<file path="config.mk">
export PLATFORM = sky130hd
export DESIGN_NAME = level_alarm_fill_controller
export DESIGN_NICKNAME = d
export VERILOG_FILES = /design/src/logic/level_alarm_pkg.sv /design/src/logic/level_alarm_fill_controller.sv
export SDC_FILE = /design/constraint.sdc
export NUM_CORES = 1
export LEC_CHECK = 0
export BUFFER_PORTS_ARGS = -buffer_cell sky130_fd_sc_hd__buf_2
export CAP_MARGIN = 25
export CORE_ASPECT_RATIO = 1.2
export CORE_UTILIZATION = 44
export CTS_BUF_LIST = sky130_fd_sc_hd__clkbuf_16
export DETAILED_ROUTE_END_ITERATION = 10
export GPL_TIMING_DRIVEN = 0
export PLACE_DENSITY = 0.58
export SYNTH_ARGS = -nofsm -noshare
export SYNTH_HDL_FRONTEND = slang
export SYNTH_SLANG_ARGS = --single-unit
</file>
<file path="constraint.sdc">
create_clock -name clk -period 25.5 [get_ports clk]
set_clock_uncertainty 0.15 [all_clocks]
set_input_delay 2.55 -clock clk [delete_from_list [all_inputs] [get_ports clk]]
set_output_delay 2.55 -clock clk [all_outputs]
set_load 0.02 [all_outputs]
</file>
<file path="src/logic/level_alarm_pkg.sv">
// Shared constants and types for the level alarm and fill controller
package level_alarm_pkg;

  // ----------------------------------------------------------------
  // Timing
  // ----------------------------------------------------------------
  localparam int          CLK_PERIOD_NS = 4;
  localparam int          TICK_NS       = 1000000;           // 1 ms tick
  localparam int          TICK_CYCLES   = TICK_NS / CLK_PERIOD_NS;
  localparam logic [15:0] STARTUP_MS    = 16'h03e8;          // 1000 ms
  localparam logic [15:0] SLOW_MS       = 16'h01f4;          // 500 ms step
  localparam logic [15:0] FAST_MS       = 16'h0032;          // 50 ms step
  localparam logic [15:0] ACCEL_MS      = 16'h07d0;          // 2000 ms hold
  localparam logic [15:0] SHOW_MS       = 16'h07d0;          // 2000 ms
  localparam logic [15:0] FAULT_MS      = 16'h0bb8;          // 3000 ms
  localparam logic [15:0] MS_PER_MIN    = 16'hea60;          // 60000 ms

  // ----------------------------------------------------------------
  // Scales and reset values
  // ----------------------------------------------------------------
  localparam logic [9:0]  FULL_SCALE    = 10'h3e8;           // 100.0 %
  localparam logic [9:0]  INTERVAL_MAX  = 10'h258;           // 600 min
  localparam logic [15:0] SPAN_MIN      = 16'h0001;
  localparam logic [15:0] SPAN_MAX      = 16'h270f;
  localparam logic [15:0] SPAN_RESET    = 16'h0064;
  localparam logic [9:0]  UP_RESET      = 10'h384;
  localparam logic [9:0]  BOT_RESET     = 10'h064;
  localparam logic [9:0]  STOP_RESET    = 10'h320;
  localparam logic [9:0]  START_RESET   = 10'h0c8;
  localparam logic [9:0]  INTERVAL_RST  = 10'h000;

  // ----------------------------------------------------------------
  // Register offsets
  // ----------------------------------------------------------------
  localparam logic [4:0]  OFS_SPAN      = 5'h00;
  localparam logic [4:0]  OFS_UPPER     = 5'h04;
  localparam logic [4:0]  OFS_BOTTOM    = 5'h08;
  localparam logic [4:0]  OFS_STOP      = 5'h0c;
  localparam logic [4:0]  OFS_START     = 5'h10;
  localparam logic [4:0]  OFS_INTERVAL  = 5'h14;
  localparam logic [4:0]  OFS_STATUS    = 5'h18;
  localparam logic [4:0]  OFS_LEVEL     = 5'h1c;

  // ----------------------------------------------------------------
  // Types
  // ----------------------------------------------------------------
  typedef enum logic [2:0] {MODE_RUN, MODE_SILENCE, MODE_SPAN, MODE_UPPER,
                            MODE_BOTTOM, MODE_STOP, MODE_START,
                            MODE_INTERVAL} mode_t;
  typedef enum logic [1:0] {UNIT_PCT, UNIT_INCH, UNIT_CM} unit_t;
  typedef enum logic [1:0] {FILL_CLOSED, FILL_OPEN, FILL_AUTO} fill_sel_t;
  typedef enum logic [1:0] {FILL_IDLE, FILL_ON, FILL_LOCK} fill_state_t;

  typedef struct packed {
    mode_t     mode;
    unit_t     unit;
    fill_sel_t fill;
    logic      raise;
    logic      lower;
  } panel_t;

  typedef struct packed {
    logic fault;
    logic lockout;
    logic valve;
    logic buzzer;
    logic bottom;
    logic upper;
  } flags_t;

endpackage : level_alarm_pkg

</file>
<file path="src/logic/level_alarm_fill_controller.sv">
// Level alarm, fill control and front-panel adjustment logic
module level_alarm_fill_controller #(
  parameter int TICK_CYCLES = level_alarm_pkg::TICK_CYCLES
) (
  input  wire logic                    clk,
  input  wire logic                    reset_n,
  input  wire level_alarm_pkg::panel_t panel,
  input  wire logic                    level_valid,
  input  wire logic [9:0]              level,
  input  wire logic                    nv_restore,
  input  wire logic [15:0]             nv_restore_span,
  input  wire logic [4:0]              address,
  input  wire logic                    read,
  input  wire logic                    write,
  input  wire logic [31:0]             writedata,
  output logic [31:0]                  readdata,
  output logic                         waitrequest,
  output logic [15:0]                  display_value,
  output logic                         display_startup,
  output logic                         display_flash,
  output logic                         activity_led,
  output logic                         upper_alarm_indicator,
  output logic                         bottom_alarm_indicator,
  output logic                         upper_relay_coil,
  output logic                         bottom_relay_coil,
  output logic                         fill_stop_indicator,
  output logic                         fill_start_indicator,
  output logic                         fill_indicator,
  output logic                         fill_valve,
  output logic                         buzzer,
  output logic                         nv_write,
  output logic [15:0]                  nv_span
);

  // ----------------------------------------------------------------
  // State
  // ----------------------------------------------------------------
  typedef struct packed {
    level_alarm_pkg::panel_t      s1;
    level_alarm_pkg::panel_t      s2;
    logic [9:0]                   lvl;
    logic [15:0]                  span;
    logic [9:0]                   up_thr;
    logic [9:0]                   bot_thr;
    logic [9:0]                   stop_thr;
    logic [9:0]                   start_thr;
    logic [9:0]                   interval;
    logic [31:0]                  tick;
    logic                         tick_p;
    logic [15:0]                  boot_ms;
    logic [15:0]                  quiet_ms;
    logic [15:0]                  hold_ms;
    logic [15:0]                  step_ms;
    logic [15:0]                  show_ms;
    logic [15:0]                  min_ms;
    logic [9:0]                   min_left;
    level_alarm_pkg::fill_state_t fst;
    logic                         waitreq;
    logic [31:0]                  rdata;
    logic [15:0]                  disp;
    logic                         startup;
    logic                         flash;
    logic                         act;
    logic                         up_ind;
    logic                         bot_ind;
    logic                         up_coil;
    logic                         bot_coil;
    logic                         stop_ind;
    logic                         start_ind;
    logic                         fill_ind;
    logic                         valve;
    logic                         buzz;
    logic                         nvw;
  } state_t;

  state_t st;
  state_t nxt;

  // One panel step on a 10-bit setting, clamped to 0..max
  function automatic logic [9:0] bump(input logic [9:0] v, input logic up,
                                      input logic [9:0] max);
    logic [9:0] r;
    r = v;
    if (up && v < max) r = v + 10'h001;
    else if (!up && v != 10'h000) r = v - 10'h001;
    return r;
  endfunction : bump

  // ----------------------------------------------------------------
  // Next-state logic
  // ----------------------------------------------------------------
  always_comb begin
    logic                    sw;
    logic                    up;
    logic                    step;
    logic                    fault;
    logic                    req;
    logic [9:0]              nv;
    logic [15:0]             per;
    logic [25:0]             prod;
    level_alarm_pkg::flags_t fl;
    sw    = 1'b0;
    up    = 1'b0;
    step  = 1'b0;
    fault = 1'b0;
    req   = 1'b0;
    nv    = 10'h000;
    per   = 16'h0000;
    prod  = 26'h0000000;
    fl    = '0;
    nxt   = st;
    nxt.s1 = panel;
    nxt.s2 = st.s1;

    // Millisecond tick prescaler
    nxt.tick_p = 1'b0;
    if (st.tick == 32'(TICK_CYCLES - 1)) begin
      nxt.tick   = 32'h00000000;
      nxt.tick_p = 1'b1;
    end else begin
      nxt.tick = st.tick + 32'h00000001;
    end

    // Startup pattern timer
    if (st.tick_p && st.boot_ms != level_alarm_pkg::STARTUP_MS) begin
      nxt.boot_ms = st.boot_ms + 16'h0001;
    end
    nxt.startup = nxt.boot_ms != level_alarm_pkg::STARTUP_MS;

    // Reading watchdog and activity blink
    if (level_valid) begin
      nxt.quiet_ms = 16'h0000;
      nxt.act      = ~st.act;
    end else if (st.tick_p && st.quiet_ms != level_alarm_pkg::FAULT_MS) begin
      nxt.quiet_ms = st.quiet_ms + 16'h0001;
    end
    fault = nxt.quiet_ms == level_alarm_pkg::FAULT_MS;

    // Threshold compares on each new measurement
    if (level_valid) begin
      nxt.lvl       = level;
      nxt.up_ind    = level > st.up_thr;
      nxt.bot_ind   = level < st.bot_thr;
      nxt.stop_ind  = level >= st.stop_thr;
      nxt.start_ind = level < st.start_thr;
    end
    // Energised coil holds contacts open; no power leaves both closed
    nxt.up_coil  = !nxt.up_ind;
    nxt.bot_coil = !nxt.bot_ind;
    nxt.buzz = (nxt.up_ind || nxt.bot_ind) &&
               st.s2.mode != level_alarm_pkg::MODE_SILENCE;

    // Raise/lower hold timing with acceleration
    sw = st.s2.raise ^ st.s2.lower;
    up = st.s2.raise;
    if (!sw) begin
      nxt.hold_ms = 16'h0000;
      nxt.step_ms = 16'h0000;
    end else if (st.tick_p) begin
      if (st.hold_ms != level_alarm_pkg::ACCEL_MS) nxt.hold_ms = st.hold_ms + 16'h0001;
      per = (st.hold_ms == level_alarm_pkg::ACCEL_MS) ? level_alarm_pkg::FAST_MS :
            level_alarm_pkg::SLOW_MS;
      if (16'(st.step_ms + 16'h0001) >= per) begin
        nxt.step_ms = 16'h0000;
        step        = 1'b1;
      end else begin
        nxt.step_ms = st.step_ms + 16'h0001;
      end
    end

    // Momentary span display; a brief push never reaches a step
    if (sw && st.s2.mode == level_alarm_pkg::MODE_SPAN &&
        st.s2.unit != level_alarm_pkg::UNIT_PCT) begin
      nxt.show_ms = level_alarm_pkg::SHOW_MS;
    end else if (st.tick_p && st.show_ms != 16'h0000) begin
      nxt.show_ms = st.show_ms - 16'h0001;
    end

    // Panel adjustment of the selected setting
    if (step) begin
      case (st.s2.mode)
        level_alarm_pkg::MODE_SPAN: begin
          if (st.s2.unit != level_alarm_pkg::UNIT_PCT) begin
            if (up && st.span < level_alarm_pkg::SPAN_MAX) nxt.span = st.span + 16'h0001;
            else if (!up && st.span > level_alarm_pkg::SPAN_MIN) nxt.span = st.span - 16'h0001;
          end
        end
        level_alarm_pkg::MODE_UPPER: begin
          nxt.up_thr = bump(st.up_thr, up, level_alarm_pkg::FULL_SCALE);
        end
        level_alarm_pkg::MODE_BOTTOM: begin
          nxt.bot_thr = bump(st.bot_thr, up, level_alarm_pkg::FULL_SCALE);
        end
        level_alarm_pkg::MODE_STOP: begin
          nv = bump(st.stop_thr, up, level_alarm_pkg::FULL_SCALE);
          if (nv > st.start_thr) nxt.stop_thr = nv;
        end
        level_alarm_pkg::MODE_START: begin
          nv = bump(st.start_thr, up, level_alarm_pkg::FULL_SCALE);
          if (nv < st.stop_thr) nxt.start_thr = nv;
        end
        level_alarm_pkg::MODE_INTERVAL: begin
          nxt.interval = bump(st.interval, up, level_alarm_pkg::INTERVAL_MAX);
        end
        default: begin
        end
      endcase
    end

    // Avalon slave: one wait cycle, then answer
    req = read || write;
    nxt.waitreq = !(req && st.waitreq);
    fl = '{fault, st.fst == level_alarm_pkg::FILL_LOCK, st.valve, st.buzz,
           st.bot_ind, st.up_ind};
    if (req && st.waitreq) begin
      case (address)
        level_alarm_pkg::OFS_SPAN:     nxt.rdata = {16'h0000, st.span};
        level_alarm_pkg::OFS_UPPER:    nxt.rdata = {22'h000000, st.up_thr};
        level_alarm_pkg::OFS_BOTTOM:   nxt.rdata = {22'h000000, st.bot_thr};
        level_alarm_pkg::OFS_STOP:     nxt.rdata = {22'h000000, st.stop_thr};
        level_alarm_pkg::OFS_START:    nxt.rdata = {22'h000000, st.start_thr};
        level_alarm_pkg::OFS_INTERVAL: nxt.rdata = {22'h000000, st.interval};
        level_alarm_pkg::OFS_STATUS:   nxt.rdata = {26'h0000000, fl};
        level_alarm_pkg::OFS_LEVEL:    nxt.rdata = {22'h000000, st.lvl};
        default:                       nxt.rdata = 32'h00000000;
      endcase
    end
    if (write && !st.waitreq) begin
      nv = writedata[9:0];
      case (address)
        level_alarm_pkg::OFS_SPAN: begin
          if (writedata[15:0] >= level_alarm_pkg::SPAN_MIN &&
              writedata[15:0] <= level_alarm_pkg::SPAN_MAX) nxt.span = writedata[15:0];
        end
        level_alarm_pkg::OFS_UPPER: begin
          if (nv <= level_alarm_pkg::FULL_SCALE) nxt.up_thr = nv;
        end
        level_alarm_pkg::OFS_BOTTOM: begin
          if (nv <= level_alarm_pkg::FULL_SCALE) nxt.bot_thr = nv;
        end
        level_alarm_pkg::OFS_STOP: begin
          if (nv <= level_alarm_pkg::FULL_SCALE && nv > nxt.start_thr) nxt.stop_thr = nv;
        end
        level_alarm_pkg::OFS_START: begin
          if (nv < nxt.stop_thr) nxt.start_thr = nv;
        end
        level_alarm_pkg::OFS_INTERVAL: begin
          if (nv <= level_alarm_pkg::INTERVAL_MAX) nxt.interval = nv;
        end
        default: begin
        end
      endcase
    end

    // Span restore from storage and write-back of changes
    if (nv_restore && nv_restore_span >= level_alarm_pkg::SPAN_MIN &&
        nv_restore_span <= level_alarm_pkg::SPAN_MAX) begin
      nxt.span = nv_restore_span;
    end
    nxt.nvw = (nxt.span != st.span) && !nv_restore;

    // Fill valve control
    case (st.s2.fill)
      level_alarm_pkg::FILL_AUTO: begin
        case (st.fst)
          level_alarm_pkg::FILL_IDLE: begin
            if (level_valid && level < st.start_thr) begin
              nxt.fst      = level_alarm_pkg::FILL_ON;
              nxt.min_left = st.interval;
              nxt.min_ms   = 16'h0000;
            end
          end
          level_alarm_pkg::FILL_ON: begin
            if (level_valid && level >= st.stop_thr) begin
              nxt.fst      = level_alarm_pkg::FILL_IDLE;
              nxt.min_left = 10'h000;
            end else if (st.min_left != 10'h000 && st.tick_p) begin
              if (st.min_ms == level_alarm_pkg::MS_PER_MIN - 16'h0001) begin
                nxt.min_ms   = 16'h0000;
                nxt.min_left = st.min_left - 10'h001;
                if (st.min_left == 10'h001) nxt.fst = level_alarm_pkg::FILL_LOCK;
              end else begin
                nxt.min_ms = st.min_ms + 16'h0001;
              end
            end
          end
          level_alarm_pkg::FILL_LOCK: begin
          end
          default: nxt.fst = level_alarm_pkg::FILL_IDLE;
        endcase
      end
      level_alarm_pkg::FILL_OPEN: begin
        nxt.fst      = level_alarm_pkg::FILL_IDLE;
        nxt.min_left = 10'h000;
      end
      default: begin
        // Closed selector stops filling but keeps a lockout latched
        if (st.fst != level_alarm_pkg::FILL_LOCK) nxt.fst = level_alarm_pkg::FILL_IDLE;
        nxt.min_left = 10'h000;
      end
    endcase
    if (nxt.interval == 10'h000) begin
      nxt.min_left = 10'h000;
      if (nxt.fst == level_alarm_pkg::FILL_LOCK) nxt.fst = level_alarm_pkg::FILL_IDLE;
    end
    nxt.valve = st.s2.fill == level_alarm_pkg::FILL_OPEN ||
                (st.s2.fill == level_alarm_pkg::FILL_AUTO &&
                 nxt.fst == level_alarm_pkg::FILL_ON);
    nxt.fill_ind = nxt.valve;
    nxt.flash    = nxt.fst == level_alarm_pkg::FILL_LOCK;

    // Display value in percent tenths or length units
    prod = 26'(nxt.lvl) * 26'(nxt.span);
    if (fault) nxt.disp = 16'(level_alarm_pkg::FULL_SCALE);
    else if (nxt.show_ms != 16'h0000) nxt.disp = nxt.span;
    else if (st.s2.unit == level_alarm_pkg::UNIT_PCT) nxt.disp = 16'(nxt.lvl);
    else nxt.disp = 16'(prod / 26'(level_alarm_pkg::FULL_SCALE));
  end

  // ----------------------------------------------------------------
  // State register
  // ----------------------------------------------------------------
  always_ff @(posedge clk) begin
    if (!reset_n) begin
      st           <= '0;
      st.span      <= level_alarm_pkg::SPAN_RESET;
      st.up_thr    <= level_alarm_pkg::UP_RESET;
      st.bot_thr   <= level_alarm_pkg::BOT_RESET;
      st.stop_thr  <= level_alarm_pkg::STOP_RESET;
      st.start_thr <= level_alarm_pkg::START_RESET;
      st.interval  <= level_alarm_pkg::INTERVAL_RST;
      st.waitreq   <= 1'b1;
      st.startup   <= 1'b1;
    end else begin
      st <= nxt;
    end
  end

  assign readdata               = st.rdata;
  assign waitrequest            = st.waitreq;
  assign display_value          = st.disp;
  assign display_startup        = st.startup;
  assign display_flash          = st.flash;
  assign activity_led           = st.act;
  assign upper_alarm_indicator  = st.up_ind;
  assign bottom_alarm_indicator = st.bot_ind;
  assign upper_relay_coil       = st.up_coil;
  assign bottom_relay_coil      = st.bot_coil;
  assign fill_stop_indicator    = st.stop_ind;
  assign fill_start_indicator   = st.start_ind;
  assign fill_indicator         = st.fill_ind;
  assign fill_valve             = st.valve;
  assign buzzer                 = st.buzz;
  assign nv_write               = st.nvw;
  assign nv_span                = st.span;
endmodule : level_alarm_fill_controller

</file>
After elaboration in Yosys (flattened, before gate mapping)
Cells that the tools add are included.
{"block": "op_classes", "n_eq_ne": 39, "div": 1, "multipliers": 1, "mux": 70, "n_shift": 0, "add_sub_neg": 20, "n_reduce_logical": 59, "n_lt_le_gt_ge": 22, "bitwise": 3}
{"op": "$mux 10", "n": 33}
{"op": "$mux 16", "n": 17}
{"op": "$mux 66", "n": 2}
{"op": "$pmux 16 s8", "n": 1}
{"op": "$add 16x1->16 const B", "n": 6}
{"op": "$reduce_bool 10->1", "n": 6}
{"op": "$sub 10x1->10 const B", "n": 6}
{"op": "$mux 28", "n": 2}
{"op": "$pmux 26 s2", "n": 1}
{"op": "$add 10x1->10 const B", "n": 5}
{"op": "$lt 10x10->1 const B", "n": 5}
{"op": "$lt 10x10->1", "n": 4}
{"op": "$add 32x1->32 const B", "n": 1}
{"op": "$eq 32x18->1 const B", "n": 1}
{"op": "$ge 16x1->1 const B", "n": 2}
{"op": "$le 16x14->1 const B", "n": 2}
{"op": "$ne 16x10->1 const B", "n": 2}
{"op": "$reduce_bool 16->1", "n": 2}
{"op": "$sub 16x1->16 const B", "n": 2}
{"op": "$gt 10x10->1", "n": 3}
{"op": "$logic_and 1x1->1", "n": 29}
{"op": "$div 26x10->26 const B", "n": 1}
{"op": "$mul 10x16->26", "n": 1}
{"op": "$mux 12", "n": 2}
{"op": "other kinds (40)", "n": 79}
{"block": "word_totals", "mem_bits_rw": 0, "mem_bits_ro": 0, "memories": 0, "register_bits": 296, "latchBits": 0}

Logic depth before layout (Yosys ltp)
{"block": "logic_depth", "word_depth": 22, "depth_mapped": 90}

Worst setup path after synthesis
OpenSTA, ideal clock, no wires.
{"block": "synth_path", "path_type": "flip-flop to flip-flop", "start": "register st[125] (netlist bit)", "end": "register st (netlist bit display_value[0])", "t_arrival_ns": 18.436, "required_ns": 25.281, "setup_time_ns": 0.069, "stages_incl_launch_ff": 84, "path_buffers": 8, "path_slack_ns": 6.844, "synth_period_minus_slack_ns": 18.656, "cell_sequence": "dfxtp_1 or4b_2 nor3_1 ha_1 nand2_1 nand2_1 a21oi_1 a21oi_1 a21o_1 a22o_1 nand2_1 o21ai_0 maj3_1 a21oi_1 nand2b_1 o2111ai_1 and3_1 nand2_1 [48 not listed] nor4_2 or2_1 buf_4 o21ai_1 a211oi_2 mux2i_1 nor2_1 and2_1 nor2_1 clkbuf_1 o22ai_1 a221oi_1 xnor2_1 nand2_1 a2111oi_0 mux2i_1 a31o_1 a21oi_2"}
{"block": "synth_via", "elab_chain_cells": 15}
{"item": "from (decl)", "line": "level_alarm_fill_controller.sv:76", "text": "state_t st;"}
{"item": "from (signal assigned)", "line": "level_alarm_fill_controller.sv:335", "text": "st <= nxt;"}
{"item": "$eq 16x11->1 *", "line": "level_alarm_fill_controller.sv:161", "text": "per = (st.hold_ms == level_alarm_pkg::ACCEL_MS) ? level_alarm_pkg::FAST_MS :"}
{"item": "$mux 9 *", "line": "level_alarm_fill_controller.sv:161"}
{"item": "$ge 16x9->1 *", "line": "level_alarm_fill_controller.sv:163", "text": "if (16'(st.step_ms + 16'h0001) >= per) begin"}
{"item": "$mux 1 *", "line": "level_alarm_fill_controller.sv:163"}
{"item": "$mux 1 *", "line": "level_alarm_fill_controller.sv:159", "text": "end else if (st.tick_p) begin"}
{"item": "$mux 1 *", "line": "level_alarm_fill_controller.sv:156", "text": "if (!sw) begin"}
{"item": "$mux 66 *", "line": "level_alarm_fill_controller.sv:180", "text": "if (step) begin"}
{"item": "$mux 16", "line": "level_alarm_fill_controller.sv:232", "text": "if (writedata[15:0] >= level_alarm_pkg::SPAN_MIN &&"}
{"item": "$mux 16", "line": "level_alarm_fill_controller.sv:230", "text": "case (address)"}
{"item": "$mux 66 *", "line": "level_alarm_fill_controller.sv:228", "text": "if (write && !st.waitreq) begin"}
{"item": "$mux 16 *", "line": "level_alarm_fill_controller.sv:256", "text": "if (nv_restore && nv_restore_span >= level_alarm_pkg::SPAN_MIN &&"}
{"item": "$mul 10x16->26", "line": "level_alarm_fill_controller.sv:313", "text": "prod = 26'(nxt.lvl) * 26'(nxt.span);"}
{"item": "$div 26x10->26", "line": "level_alarm_fill_controller.sv:317", "text": "else nxt.disp = 16'(prod / 26'(level_alarm_pkg::FULL_SCALE));"}
{"item": "$mux 16", "line": "level_alarm_fill_controller.sv:316", "text": "else if (st.s2.unit == level_alarm_pkg::UNIT_PCT) nxt.disp = 16'(nxt.lvl);"}
{"item": "$mux 16 *", "line": "level_alarm_fill_controller.sv:315", "text": "else if (nxt.show_ms != 16'h0000) nxt.disp = nxt.span;"}
Mark *: on every way between the ends. The rest lies on a longest branch, timed or not.
A chain may end at the register's enable or synchronous reset.

Worst setup path in the final report
Ends and elaborated chain as after synthesis.

==> impl_metrics.csv <==
group,metric,value,unit
setup_path,path_class,"flop to flop",
final_layout,utilization,49.3,%
floorplan,core_area,62300,µm²
route,ant_nets,0,
sta,finalCritPeriodShare,93.1,%
final_layout,area_growth,10.2,%
cts,cts_resized,0,
synth,synth_cell_type_count,125,
global_routing,grtUsageMet2,48.6,%
synth,synthesis.area,27900,µm²
place,placed_area,29600,µm²
route,routed_wl,94000,µm
setup_path,timing.critical_path.mode_cell,"nand2_1",
synth,synth_common_cells,"467 x nor2_1, 309 x nand2_1, 280 x dfxtp_1",
setup_path,critPathCaptureType,"flop",
floorplan,std_cell_rows,100,
synth,synth_most_common_cell,"nor2_1",
hold_path,hold_path.class,"flop to flop",
global_routing,grt-ovfl-total,0,
sta,worst_pin_slew,1.17,ns
final_layout,multi_input_area,20400,µm²
cts,cts_setup_buffers,0,
setup_path,cp.arrival,24.05,ns
setup_path,slowest_delay,0.76,ns
sta,max_freq,0.0421,GHz
cts,clk_path_buf_depth,3,
global_routing,grt_util_met1,36.6,%
place,place_ws,1.97,ns
global_routing,antenna_found_initial,2,
synth,synth_top_area_cell,"dfxtp_1",
status,status,"finished clean",
power,total_leakage_power,12.5,nW
floorplan,ioPinCount,156,
global_routing,grt_pass1_wl,147000,µm
setup_path,crit_path_top_delay_cell,"xor2_1",
synth,synth_top_area_share,20.1,%
cts,h-tree-depth,2,
global_routing,grt_util_met3,3.80,%
route,drc,0,
sta,tns,0,ns
global_routing,grt_pass1_vias,25882,
global_routing,grt-busiest-layer,"met2",
route,wl_per_cell,20.3,µm
sta,rsz0062_at_grt,"false",
setup_path,cp_max_fo,10,
final_layout,ff_latch_area,5610,µm²
cts,numCtsBuffers,35,
floorplan,die_y,278,µm
synth,yosys_register_bits,280,
synth,synthFlopType,"dfxtp_1",
floorplan,die_area,64400,µm²
final_layout,fillers,6370,
setup_path,crit_family,"compound AO/OA/AOI/OAI gates",
sta,slew_headroom,22.0,%
run,drv_cap,0,
global_routing,track_usage,29.0,%
power,peakVddDrop,0.000318,V
setup_path,startpoint_type,"flop",
synth,async_flop_share,0,%
place,io_buffer_count,121,
route,num_vias,27347,
cts,cts_hold_buf,0,
floorplan,start_util,44.8,%
sta,post-route-min-period,23.74,ns
place,place_inst,4582,
sta,setup_viol,0,
place,dpl.hpwl,74000,µm
place,routabilityCongestion,0.987,
cts,clk_latency,0.56,ns
cts,cts_root_buf,"clkbuf_16",
route,drt_iter0_markers,2095,
synth,yosysWarnings,0,
synth,synthTopCellsByArea,"dfxtp_1 20%, fa_1 7.9%, ha_1 7.6%",
final_layout,diodes,0,
cts,cts_tree,"yes",
synth,synth_edf_count,0,
route,drtPass1Iterations,8,
sta,whs,0.280,ns
sta,slew_viol_final,0,
sta,fin_ws,1.76,ns
setup_path,path_buf_inv,9,
floorplan,fp.dieW,232,µm
sta,hold_viol,0,
synth,syn_inst,3625,
final_layout,stdcell_count,4643,
final_layout,nets,4161,
cts,clkSlewWorstSetupHoldPaths,0.06,ns
synth,avgSynthCellArea,7.70,µm²
synth,seq_area_frac_synth,20.1,%
final_layout,fin_area,30700,µm²
route,via_per_inst,5.89,
power,totalPowerFinal,4.14,mW
global_routing,grt_max_degree,14,
cts,clock_sink_count,280,
setup_path,cp.required,25.81,ns
final_layout,drive_above_1_share,10.4,%
power,p_per_area,135,nW/µm²
## cells by family (layout without fill, tap and decap cells)
kind of cell / count (synthesis) / in the layout / share of synthesized area, %
compound gates: 833 / 833 / 20.7
buf+inv: 431 / 618 / 6.86
xor+xnor: 246 / 246 / 7.83
mux: 78 / 78 / 3.09
fa+ha+maj: 281 / 281 / 15.5
flops: 280 / 280 / 20.1
simple gates: 1475 / 1475 / 25.9
other cells: 1 / 16 / 0.0134
## sequential cells by signal, indices dropped and copies added, names as in the netlist, 9 cells and up
| signal | cells |
|---|---|
| nv_span | 16 |
| readdata | 16 |
| nxt | 9 |
| st | 210 |
| display_value | 16 |
## where the power goes
part / internal [mW] / switching, mW
clock network: 0.278 / 0.208
logic: 1.19 / 2.01
registers: 0.448 / 0.00631
total: 1.92 / 2.22
## worst reg2reg max path: cells and delay by family, from the launching register on
kind	cells	cell delay (ns)
buf+inv	9	2.14
fa+ha+maj	8	3.60
compound gates	33	9.20
simple gates	23	5.94
xor+xnor	3	1.10
flops	1	0.36
mux	3	1.15
## metal layers
layer / up-vias / routed length (µm)
met5: - / 24
met4: 4 / 4650
met3: 212 / 6250
met2: 934 / 43800
met1: 13053 / 39300
li1: 13144 / -
## layout make-up
cell class	instances	area share, %
multi-input combinational	2929	66.5
sequential	280	18.2
buffer	247	3.98
tap	816	3.32
clock buffer	36	2.93
inverter	184	2.25
timing repair buffer	127	2.13
clock inverter	24	0.627
## layout by cell type (no fill, tap or decap), types with 36 or more instances in the layout
cell type and count:
a211oi_1 49, ha_1 169, mux2i_1 55, clkbuf_16 36
a31oi_1 39, nor2_1 467, nand2_1 309, nor4_1 39
nor3_1 81, o21ai_0 138, xnor2_1 149, nand3_1 129
inv_1 183, dfxtp_1 280, and3_1 42, nand2b_1 75
fa_1 110, or3_1 39, xor2_1 93, nor2b_1 38
and2_1 62, buf_2 141, buf_4 76, nand4_1 72
a21oi_1 229, clkbuf_1 148
## worst paths after layout
path | slack (ns) | endpoint | cells past startpoint | startpoint
worst min register to register | 0.28 | st[286] | 1 | nxt[286]
worst min-delay path | 0.28 | st[286] | 1 | nxt[286]
worst max register to register | 1.76 | display_value[0] | 79 | st[125]
worst max-delay path | 1.76 | display_value[0] | 79 | st[125]
Note: power is estimated with default switching activity, not from simulation.
